### config.mk
export PLATFORM = sky130hd
export DESIGN_NAME = dpt_timer
export DESIGN_NICKNAME = d
export VERILOG_FILES = /design/src/inc/dpt_pkg.sv /design/src/logic/dpt_timer.sv
export VERILOG_INCLUDE_DIRS = /design/src /design/src/inc
export SDC_FILE = /design/constraint.sdc
export NUM_CORES = 1
export LEC_CHECK = 0
export BUFFER_PORTS_ARGS = -buffer_cell sky130_fd_sc_hd__buf_4
export CORE_ASPECT_RATIO = 1.25
export CORE_MARGIN = 8
export CORE_UTILIZATION = 50
export CTS_BUF_LIST = sky130_fd_sc_hd__clkbuf_8
export DETAILED_ROUTE_END_ITERATION = 12
export PLACE_DENSITY = 0.76
export SYNTH_ARGS = -nofsm -noshare
export SYNTH_HDL_FRONTEND = slang
export SYNTH_SLANG_ARGS = --single-unit
### constraint.sdc
create_clock -name sys_clk -period 2.6 [get_ports sys_clk]
set_clock_uncertainty 0.15 [all_clocks]
set_input_delay 0.52 -clock sys_clk [delete_from_list [all_inputs] [get_ports sys_clk]]
set_output_delay 0.52 -clock sys_clk [all_outputs]
set_load 0.05 [all_outputs]
### src/inc/dpt_cfg.svh
`ifndef DPT_CFG_SVH
`define DPT_CFG_SVH

// ****************************************************************
// register indices (byte address is four times the index)
// ****************************************************************
`define DPT_IDX_CTRL0 16'hffa0
`define DPT_IDX_DUTY0 16'hffa1
`define DPT_IDX_COUNT0 16'hffa2
`define DPT_IDX_CTRL1 16'hffa4
`define DPT_IDX_DUTY1 16'hffa5
`define DPT_IDX_COUNT1 16'hffa6

// ****************************************************************
// reset values and field layout
// ****************************************************************
`define DPT_CTRL_RST 8'h38
`define DPT_DUTY_RST 8'hff
`define DPT_COUNT_RST 8'h00
`define DPT_CTRL_RUN_BIT 7
`define DPT_CTRL_POL_BIT 6
`define DPT_CTRL_CKS_MSB 2
`define DPT_CTRL_RSV_READ 3'h7

// ****************************************************************
// period and duty figures
// ****************************************************************
`define DPT_COUNT_LAST 8'hf9
`define DPT_COUNT_ONE 8'h01
`define DPT_DUTY_ZERO 8'h00
`define DPT_DUTY_FULL 8'hfa

// ****************************************************************
// prescaler taps: bit whose period is phi/2 .. phi/4096
// ****************************************************************
`define DPT_PRESCALE_W 12
`define DPT_TAP_DIV2 4'd0
`define DPT_TAP_DIV8 4'd2
`define DPT_TAP_DIV32 4'd4
`define DPT_TAP_DIV128 4'd6
`define DPT_TAP_DIV256 4'd7
`define DPT_TAP_DIV1024 4'd9
`define DPT_TAP_DIV2048 4'd10
`define DPT_TAP_DIV4096 4'd11

`endif

### src/inc/dpt_pkg.sv
// ****************************************************************
// shared types of the dual channel modulation timer
// ****************************************************************
package dpt_pkg;

  // channel control as held in flops; bits 5..3 are not stored
  typedef struct packed {
    logic run;
    logic polarity_select;
    logic [2:0] clock_select;
  } dpt_ctrl_t;

  // one decoded bus write, per target register
  typedef struct packed {
    logic ctrl;
    logic duty;
    logic count;
  } dpt_wr_t;

endpackage : dpt_pkg

### src/logic/dpt_timer.sv
// Summary of operation
// - two identical channels, one output pin each
// - duty settable zero to full, 1/250 steps
// - counter counts prescaled ticks while run set
// - counter counts 0 to f9 then wraps
// - output active on 0 to 1, unless duty zero
// - counter zero at reset, standby, run cleared
// - duty value maps linearly onto duty cycle
// - count equal to duty drives output inactive
// - running duty writes load at period wrap
// - stopped duty writes take effect at once
// - duty read returns the value in effect
// - duty register ff at reset and standby
// - control register 38 at reset and standby
// - control bit 7 gates counter and output
// - polarity bit 0 drives active state high
// - polarity bit 1 inverts the output level
// - clock select picks phi/2 through phi/4096
// - duty fa to ff holds output active
// - count tick on falling prescaler tap edge
//
// Register access over Wishbone was left to the implementer.
`timescale 1ns/10ps
`default_nettype none
`include "dpt_cfg.svh"

module dpt_timer (
  input wire logic sys_clk, // system clock, 100 MHz
  input wire logic rst_b, // asynchronous reset, active low
  input wire logic standby, // standby mode, same clock domain
  input wire logic wb_cyc_i, // wishbone cycle
  input wire logic wb_stb_i, // wishbone strobe
  input wire logic wb_we_i, // wishbone write enable
  input wire logic [17:0] wb_adr_i, // wishbone byte address
  input wire logic [3:0] wb_sel_i, // wishbone byte lanes
  input wire logic [31:0] wb_dat_i, // wishbone write data
  output logic [31:0] wb_dat_o, // wishbone read data
  output logic wb_ack_o, // wishbone acknowledge
  output logic pulse_out_ch0, // first channel pin level
  output logic pulse_out_ch1, // second channel pin level
  output logic pulse_en_ch0, // first channel pin drive enable
  output logic pulse_en_ch1 // second channel pin drive enable
);

  // ****************************************************************
  // constants
  // ****************************************************************
  localparam logic [15:0] CTRL_IDX [2] = '{`DPT_IDX_CTRL0,
                                         `DPT_IDX_CTRL1};
  localparam logic [15:0] DUTY_IDX [2] = '{`DPT_IDX_DUTY0,
                                         `DPT_IDX_DUTY1};
  localparam logic [15:0] COUNT_IDX [2] = '{`DPT_IDX_COUNT0,
                                          `DPT_IDX_COUNT1};
  localparam logic [7:0] CTRL_RST = `DPT_CTRL_RST;
  localparam dpt_pkg::dpt_ctrl_t CTRL_RST_S = '{
    run: CTRL_RST[`DPT_CTRL_RUN_BIT],
    polarity_select: CTRL_RST[`DPT_CTRL_POL_BIT],
    clock_select: CTRL_RST[`DPT_CTRL_CKS_MSB:0]};

  // ****************************************************************
  // declarations
  // ****************************************************************
  logic [`DPT_PRESCALE_W-1:0] prescale;
  logic [15:0] idx;
  logic bus_req;
  logic bus_wr;
  logic [7:0] wdata;
  logic [7:0] rd_byte;
  logic rd_ctrl_q;
  dpt_pkg::dpt_ctrl_t ctrl [2];
  dpt_pkg::dpt_wr_t wr [2];
  logic [7:0] count [2];
  logic [7:0] duty_active [2];
  logic [7:0] duty_pending [2];
  logic [7:0] load_val [2];
  logic tap_now [2];
  logic tap_prev [2];
  logic tick [2];
  logic wrap [2];
  logic active [2];
  logic pin_level [2];

  // pick the prescaler bit whose period matches the clock select
  function automatic logic tap_sel(
    input logic [`DPT_PRESCALE_W-1:0] p,
    input logic [2:0] cks
  );
    logic [3:0] pos;
    pos = `DPT_TAP_DIV2;
    unique case (cks)
      3'h0: pos = `DPT_TAP_DIV2;
      3'h1: pos = `DPT_TAP_DIV8;
      3'h2: pos = `DPT_TAP_DIV32;
      3'h3: pos = `DPT_TAP_DIV128;
      3'h4: pos = `DPT_TAP_DIV256;
      3'h5: pos = `DPT_TAP_DIV1024;
      3'h6: pos = `DPT_TAP_DIV2048;
      3'h7: pos = `DPT_TAP_DIV4096;
    endcase
    return p[pos];
  endfunction : tap_sel

  // ****************************************************************
  // prescaler
  // ****************************************************************
  // free running divider shared by both channels; standby clears it
  always_ff @(posedge sys_clk or negedge rst_b) begin
    if (!rst_b) begin
      prescale <= '0;
    end else if (standby) begin
      prescale <= '0;
    end else begin
      prescale <= prescale + `DPT_PRESCALE_W'(1);
    end
  end

  // ****************************************************************
  // wishbone slave
  // ****************************************************************
  // one wait state: ack follows the request by one edge
  assign idx = wb_adr_i[17:2];
  assign bus_req = wb_cyc_i & wb_stb_i;
  assign bus_wr = bus_req & wb_we_i & wb_ack_o & wb_sel_i[0];
  assign wdata = wb_dat_i[7:0];

  // ack pulses for one cycle, then drops even if the master holds on
  always_ff @(posedge sys_clk or negedge rst_b) begin
    if (!rst_b) begin
      wb_ack_o <= 1'b0;
    end else begin
      wb_ack_o <= bus_req & ~wb_ack_o;
    end
  end

  // read mux; unmapped indices read as zero and still get an ack
  always_comb begin
    rd_byte = 8'h00;
    for (int c = 0; c < 2; c++) begin
      if (idx == CTRL_IDX[c]) begin
        rd_byte = {ctrl[c].run, ctrl[c].polarity_select,
                   `DPT_CTRL_RSV_READ, ctrl[c].clock_select};
      end
      if (idx == DUTY_IDX[c]) begin
        rd_byte = duty_active[c];
      end
      if (idx == COUNT_IDX[c]) begin
        rd_byte = count[c];
      end
    end
  end

  // read data is captured with the ack and then held
  always_ff @(posedge sys_clk or negedge rst_b) begin
    if (!rst_b) begin
      wb_dat_o <= 32'h0000_0000;
      rd_ctrl_q <= 1'b0;
    end else if (bus_req & ~wb_ack_o) begin
      wb_dat_o <= {24'h00_0000, rd_byte};
      rd_ctrl_q <= ~wb_we_i & ((idx == CTRL_IDX[0]) |
                               (idx == CTRL_IDX[1]));
    end
  end

  // ****************************************************************
  // channels
  // ****************************************************************
  for (genvar c = 0; c < 2; c++) begin : g_ch

    // write decode, taken at the ack edge only
    always_comb begin
      wr[c].ctrl = bus_wr & (idx == CTRL_IDX[c]);
      wr[c].duty = bus_wr & (idx == DUTY_IDX[c]);
      wr[c].count = bus_wr & (idx == COUNT_IDX[c]);
    end

    // count tick on the falling edge of the chosen tap; switching
    // the select from a high tap to a low one also yields a tick
    always_comb begin
      tap_now[c] = tap_sel(prescale, ctrl[c].clock_select);
      tick[c] = ctrl[c].run & tap_prev[c] & ~tap_now[c];
      wrap[c] = tick[c] & (count[c] == `DPT_COUNT_LAST);
      load_val[c] = wr[c].duty ? wdata : duty_pending[c];
    end

    // previous tap level for the edge detector
    always_ff @(posedge sys_clk or negedge rst_b) begin
      if (!rst_b) begin
        tap_prev[c] <= 1'b0;
      end else begin
        tap_prev[c] <= tap_now[c];
      end
    end

    // control register; reserved bits are simply not stored
    always_ff @(posedge sys_clk or negedge rst_b) begin
      if (!rst_b) begin
        ctrl[c] <= CTRL_RST_S;
      end else if (standby) begin
        ctrl[c] <= CTRL_RST_S;
      end else if (wr[c].ctrl) begin
        ctrl[c] <= dpt_pkg::dpt_ctrl_t'({wdata[`DPT_CTRL_RUN_BIT],
                   wdata[`DPT_CTRL_POL_BIT],
                   wdata[`DPT_CTRL_CKS_MSB:0]});
      end
    end

    // period counter: clear beats a write, a write beats a tick
    always_ff @(posedge sys_clk or negedge rst_b) begin
      if (!rst_b) begin
        count[c] <= `DPT_COUNT_RST;
      end else if (standby | ~ctrl[c].run) begin
        count[c] <= `DPT_COUNT_RST;
      end else if (wr[c].count) begin
        count[c] <= wdata;
      end else if (wrap[c]) begin
        count[c] <= `DPT_COUNT_RST;
      end else if (tick[c]) begin
        count[c] <= count[c] + 8'h01;
      end
    end

    // duty buffer; a write in the wrap cycle lands at that wrap
    always_ff @(posedge sys_clk or negedge rst_b) begin
      if (!rst_b) begin
        duty_active[c] <= `DPT_DUTY_RST;
        duty_pending[c] <= `DPT_DUTY_RST;
      end else if (standby) begin
        duty_active[c] <= `DPT_DUTY_RST;
        duty_pending[c] <= `DPT_DUTY_RST;
      end else begin
        if (wr[c].duty) begin
          duty_pending[c] <= wdata;
        end
        if ((wr[c].duty & ~ctrl[c].run) | wrap[c]) begin
          duty_active[c] <= load_val[c];
        end
      end
    end

    // active state: high from count 1 until the count leaves the
    // duty value, so duty n gives n of 250 counts active
    always_ff @(posedge sys_clk or negedge rst_b) begin
      if (!rst_b) begin
        active[c] <= 1'b0;
      end else if (standby | ~ctrl[c].run) begin
        active[c] <= 1'b0;
      end else if (tick[c] & (count[c] == duty_active[c])) begin
        active[c] <= 1'b0;
      end else if (wrap[c] & (load_val[c] == `DPT_DUTY_ZERO)) begin
        active[c] <= 1'b0;
      end else if (tick[c] & (count[c] == `DPT_COUNT_RST) &
                   (duty_active[c] != `DPT_DUTY_ZERO)) begin
        active[c] <= 1'b1;
      end
    end

    // pin level registered; a stopped channel shows inactive level
    always_ff @(posedge sys_clk or negedge rst_b) begin
      if (!rst_b) begin
        pin_level[c] <= 1'b0;
      end else begin
        pin_level[c] <= ctrl[c].polarity_select ^
                        (ctrl[c].run & active[c]);
      end
    end

  end

  // ****************************************************************
  // outputs
  // ****************************************************************
  assign pulse_out_ch0 = pin_level[0];
  assign pulse_out_ch1 = pin_level[1];
  assign pulse_en_ch0 = ctrl[0].run;
  assign pulse_en_ch1 = ctrl[1].run;
endmodule : dpt_timer

`default_nettype wire

==> flow_metrics.tcl, run 1 <==
set metrics [dict create \
    status "complete, no violations" \
    grt-ovfl-total 0 \
    worst_slew_pin_slew_ns 0.6807 \
    grt_use_met3 0.05282 \
    p_sw_uw 697.3 \
    yosys.cell_count.top_type "dfrtp_1" \
    crit_path_start_kind "flop" \
    area.growth.synth_to_final_pct 14.01 \
    die_width_microns 105.5 \
    io_pins 97 \
    final_cells 696 \
    ys_seq_elements 85 \
    synth_async_sr_flop_share 1.000 \
    swShare 0.2673 \
    p_int_uw 1912 \
    die_height_microns 127.9 \
    wl_per_cell_microns 18.56 \
    ys_top_cells_by_count "dfrtp_1, nor2_1, dfstp_2" \
    ys.flop_type "dfrtp_1" \
    hold-path-cell-count 3 \
    synth.area.top_cells "dfrtp_1, dfstp_2, mux2_2, mux2i_1, nor2_1" \
    timing.rr.start "ctrl[0]$_DFFE_PN0P_" \
    fin_hold_ws_ns 0.3132 \
    p_leak_uw 0.002452 \
    drv_cap 0 \
    clk_latency_ns 0.37 \
    critPathMaxFanout 8 \
    syn_inst 510 \
    drcViolationCount 0 \
    comb_power_share 0.119 \
    holdPathEnd "count[5]$_DFFE_PN0P_" \
    cts-root-buf "clkbuf_8" \
    antenna_left 0 \
    synth-edff-count 0 \
    postRouteWirelength_microns 12920 \
    clockPowerShare 0.365 \
    num_rows 41 \
    num_vias 4120 \
    fin_tns_setup_ns 0 \
    grt_max_degree 41 \
    vdd_drop_max_v 0.0002403 \
    hold_viol 0 \
    r2r-end "duty_active[1]$_DFFE_PN1P_" \
    crit_path_end_kind "flop" \
    max_slew_margin 0.5420 \
    fin_util 0.5738 \
    r2r_setup_slack_ns 0.10 \
    drt_iter0_drc 314 \
    drtPass1Iterations 5 \
    drive_above_1_share 0.2716 \
    worst-setup-path-type "flop to flop" \
    cp.arrival_ns 2.63 \
    cts.sinks 85 \
    antenna_cells 0 \
    port_buffers 43 \
    period_needed_ns 2.496 \
    max_freq_ghz 0.4006 \
    clock_path_buffers 2 \
    nNetsFinal 629 \
    grt_pass1_wl_microns 20930 \
    power_frac_seq 0.516 \
    htreeDepth 3 \
    hp-class "input port to flop" \
    min_period_over_period 0.9600 \
    ys_seq_area_frac 0.4327 \
    grt_setup_unrepaired "no" \
    cts_tree "built" \
    yosysWarnings 0 \
    core-area_sq_um 9952 \
    yosysTopAreaCell "dfrtp_1" \
    grt_busiest_layer "met2" \
    use_met2 0.3236 \
    yosys.cell_types.count 60 \
    dp_hpwl_microns 9515 \
    start_util 0.5033 \
    reg2reg_depth 6 \
    dp_cells 678 \
    clk_pin_slew_ns 0.08 \
    antenna_found_initial 0 \
    power_density_nw_per_um2 456.9 \
    drv_slew 0 \
    place.gp.congestion 0.9481 \
    required_ns 2.74 \
    grt_pass1_vias 4054 \
    cts_made_buffers 9 \
    avgSynthCellArea_sq_um 9.821 \
    setup_viol 0 \
    netlist_area_sq_um 5009 \
    drt-vias-per-instance 5.920 \
    die_area_sq_um 13500 \
    min_from "wb_dat_i[5]" \
    grt_use_total 0.1952 \
    synth_top_area_frac 0.2648 \
    use_met1 0.2319 \
]
flip-flops by register name, indices dropped and copies added, names as in the netlist:
register       count
duty_pending      16
pulse_en_ch0       1
tap_prev           2
pulse_out_ch0      1
prescale          12
pulse_out_ch1      1
ctrl               8
wb_dat_o           8
active             2
wb_ack_o           1
count             16
duty_active       16
pulse_en_ch1       1
power groups by stage:
stage,Combinational (uW),Sequential (uW),Clock (uW)
CTS,307,1350,972
floorplan,180,1400,0
finish,310,1350,952
global placement,301,1370,0
detailed placement,305,1370,0
global route,329,1350,1030
worst max-delay path by stage:
stage,start,end,slack [ns]
5_1_grt,ctrl[0]$_DFFE_PN0P_,duty_active[2]$_DFFE_PN1P_,0.003
3_3_place_gp,ctrl[0]$_DFFE_PN0P_,duty_active[1]$_DFFE_PN1P_,0.001
4_1_cts,ctrl[5]$_DFFE_PN0P_,duty_active[8]$_DFFE_PN1P_,0.07
2_1_floorplan,wb_ack_o$_DFF_PN0_,duty_active[10]$_DFFE_PN1P_,0.06
6_report,ctrl[0]$_DFFE_PN0P_,duty_active[1]$_DFFE_PN1P_,0.10
3_5_place_dp,ctrl[0]$_DFFE_PN0P_,duty_active[1]$_DFFE_PN1P_,-0.07
critical path, stage by stage (launching register included):
cell     delay [ns]
dfrtp_2        0.45
mux2_2         0.37
mux4_2         0.54
nor4_4         0.28
nor2_2         0.09
o21ai_4        0.15
mux2_2         0.39
what timing repair did:
action	4_1_cts	5_1_grt
hold endpoints to repair	19	0
buffers inserted	0	1
hold buffers	1	0
endpoints found under the setup margin	14	16
resized for setup	1	2
pin swaps	1	0
final cells by class:
class | instances | area (sq um)
clock inverter | 5 | 51.30
timing repair buffer | 68 | 525.5
inverter | 14 | 52.55
multi-input combinational | 384 | 2600
clock buffer | 11 | 151.4
tap | 129 | 161.4
fill | 875 | 4242
sequential | 85 | 2168
logic make-up after synthesis:
family,after synthesis,share of synthesized area
simple gates,184,0.1911
compound gates,95,0.1232
flops,85,0.4327
buf+inv,64,0.06795
mux,49,0.1232
xor+xnor,25,0.04372
fa+ha+maj,7,0.01749
other cells,1,0.0007487
layout by cell type, fill, tap and decap left out, drive strengths merged, types with 8 or more instances in the layout:
cell,instances
clkbuf,11
xor2,9
dfrtp,53
xnor2,16
nor2,52
conb,24
dfstp,32
o21ai,30
nand3,21
mux2i,20
nor4,18
mux2,21
nand4,13
nand2,29
mux4,8
nor3,13
a21oi,27
inv,14
buf,67
metal layers:
layer	part of all wire	vias to the layer above
li1	-	1896
met1	0.40	2014
met2	0.49	179
met3	0.082	31
met4	0.029	0
met5	0	-
through the flow:
stage                     setup slack, ns  power (uW)  area (sq um)
after global routing             0.003123        2708          5710
after global placement           0.001330        1670          5483
after floorplan                   0.06382        1577          5101
after detailed placement         -0.07194        1676          5483
final                              0.1039        2609          5710
after CTS                         0.07033        2626          5697
Power figures use the tool's default switching activity.
==> run 2, diff against run 1 <==
--- a/config.mk
+++ b/config.mk
@@ -12,7 +12,7 @@
 export CORE_UTILIZATION = 50
 export CTS_BUF_LIST = sky130_fd_sc_hd__clkbuf_8
 export DETAILED_ROUTE_END_ITERATION = 12
-export PLACE_DENSITY = 0.76
+export PLACE_DENSITY = 0.8
 export SYNTH_ARGS = -nofsm -noshare
 export SYNTH_HDL_FRONTEND = slang
 export SYNTH_SLANG_ARGS = --single-unit
==> flow_metrics.tcl, run 2 (synthesis gave the netlist of run 1 again) <==
set metrics [dict create \
    antenna_found_initial 0 \
    layout.area.seq_sq_um 2168 \
    critPathMaxFanout 8 \
    postRouteWirelength_microns 12980 \
    drv_cap 0 \
    hold-path-cell-count 3 \
    p_leak_uw 0.002464 \
    drtPass1Iterations 5 \
    dp_hpwl_microns 9754 \
    max_slew_margin 0.6097 \
    reg_top3 "count (16), duty_active (16), duty_pending (16)" \
    die_area_sq_um 13500 \
    drt-vias-per-instance 6.086 \
    core-area_sq_um 9952 \
    worst_slew_pin_slew_ns 0.5801 \
    period_needed_ns 2.492 \
    die_height_microns 127.9 \
    port_buffers 43 \
    vdd_drop_max_v 0.0002495 \
    drt_iter0_drc 238 \
    drive_above_1_share 0.2694 \
    cts_made_buffers 9 \
    antenna_left 0 \
    worst-setup-path-type "flop to flop" \
    grt_setup_unrepaired "no" \
    required_ns 2.74 \
    cp.arrival_ns 2.63 \
    cts_tree "built" \
    clk_latency_ns 0.36 \
    multi_input_area_sq_um 2600 \
    most-common-layout-cells "buf_4, dfrtp_1, nor2_1, dfstp_2, o21ai_0" \
    place.gp.congestion 0.9165 \
    io_pins 97 \
    num_rows 41 \
    final_common_cell "buf_4" \
    antenna_cells 0 \
    min_period_over_period 0.9586 \
    area.growth.synth_to_final_pct 14.26 \
    drv_slew 0 \
    grt_max_degree 42 \
    htreeDepth 3 \
    post-cts-setup-buffers 0 \
    start_util 0.5033 \
    hp-class "input port to flop" \
    cts.sinks 85 \
    crit_path_end_kind "flop" \
    num_vias 4242 \
    setup_viol 0 \
    grt-ovfl-total 0 \
    hold_viol 0 \
    cts-root-buf "clkbuf_8" \
    grt_use_total 0.1957 \
    crit_path_start_kind "flop" \
    die_width_microns 105.5 \
    grt_pass1_wl_microns 21200 \
    nNetsFinal 630 \
    n_fill_cell 824 \
    power_density_nw_per_um2 462.1 \
    fin_util 0.5751 \
    clk_pin_slew_ns 0.08 \
    clock_path_buffers 2 \
    reg2reg_depth 6 \
    grt_pass1_vias 4227 \
    drcViolationCount 0 \
    fin_tns_setup_ns 0 \
    wl_per_cell_microns 18.63 \
    max_freq_ghz 0.4012 \
    status "complete, no violations" \
]
[run 2: cell types whose count changed in the layout (fill, tap and decap cells not counted)]
cell	change
buf_4	+1
bufinv_16	+1
clkbuf_8	-2
clkinv_2	-1
inv_1	+2
[run 2: layer usage]
metal | part of all wire | track usage | vias up
li1 | - | - | 1913
met1 | 0.39 | 0.2314 | 2080
met2 | 0.48 | 0.3165 | 203
met3 | 0.085 | 0.05533 | 46
met4 | 0.041 | 0.1046 | 0
met5 | 0 | 0 | -
[run 2: worst paths after layout]
path                                                    to  slack (ns)                     from
worst max-delay path            duty_active[5]$_DFFE_PN1P_        0.11      ctrl[0]$_DFFE_PN0P_
worst max register to register  duty_active[5]$_DFFE_PN1P_        0.11      ctrl[0]$_DFFE_PN0P_
worst min-delay path                  count[5]$_DFFE_PN0P_        0.31              wb_dat_i[5]
max in group asynchronous       duty_active[5]$_DFFE_PN1P_        1.08                    rst_b
worst min register to register     wb_dat_o[0]$_DFFE_PN0P_        0.35  wb_dat_o[0]$_DFFE_PN0P_
min in group asynchronous            prescale[1]$_DFF_PN0_        0.53                    rst_b
[run 2: per-stage QoR]
stage	hold WS [ns]	total power (uW)	std cells	setup slack [ns]	instance area, sq um
after floorplan	0.07441	1577	533	0.06382	5101
after global placement	0.3176	1673	680	0.003842	5498
after detailed placement	0.3287	1679	680	-0.05815	5498
after CTS	0.2985	2657	697	0.03994	5715
after global routing	0.3125	2728	697	0.01054	5723
final	0.3051	2644	697	0.1078	5723
[run 2: area by class of cell]
class                      count  area share
sequential                    85      0.3789
multi-input combinational    384      0.4543
clock inverter                 7     0.01465
clock buffer                   9     0.02164
inverter                      14    0.009182
timing repair buffer          69     0.09314
tap                          129     0.02820
[run 2: critical path, stage by stage (launching register included)]
cell and delay (ns):
dfrtp_2 0.42, mux2_2 0.37, mux4_2 0.54, nor4_4 0.31, nor2_2 0.09, o21ai_4 0.15
mux2_2 0.38
[run 2: repair_timing]
action | in CTS | in global routing
gates resized for setup | 0 | 3
hold endpoints to repair | 24 | 0
setup endpoints to repair | 12 | 23
pin swaps | 1 | 0
hold buffers | 1 | 0
[run 2: power by group]
part	leakage (uW)	switching, uW	total, uW	internal (uW)
Combinational	0.00129	227	314	87.1
Sequential	0.00106	8.87	1350	1340
Clock	0.000113	456	985	529
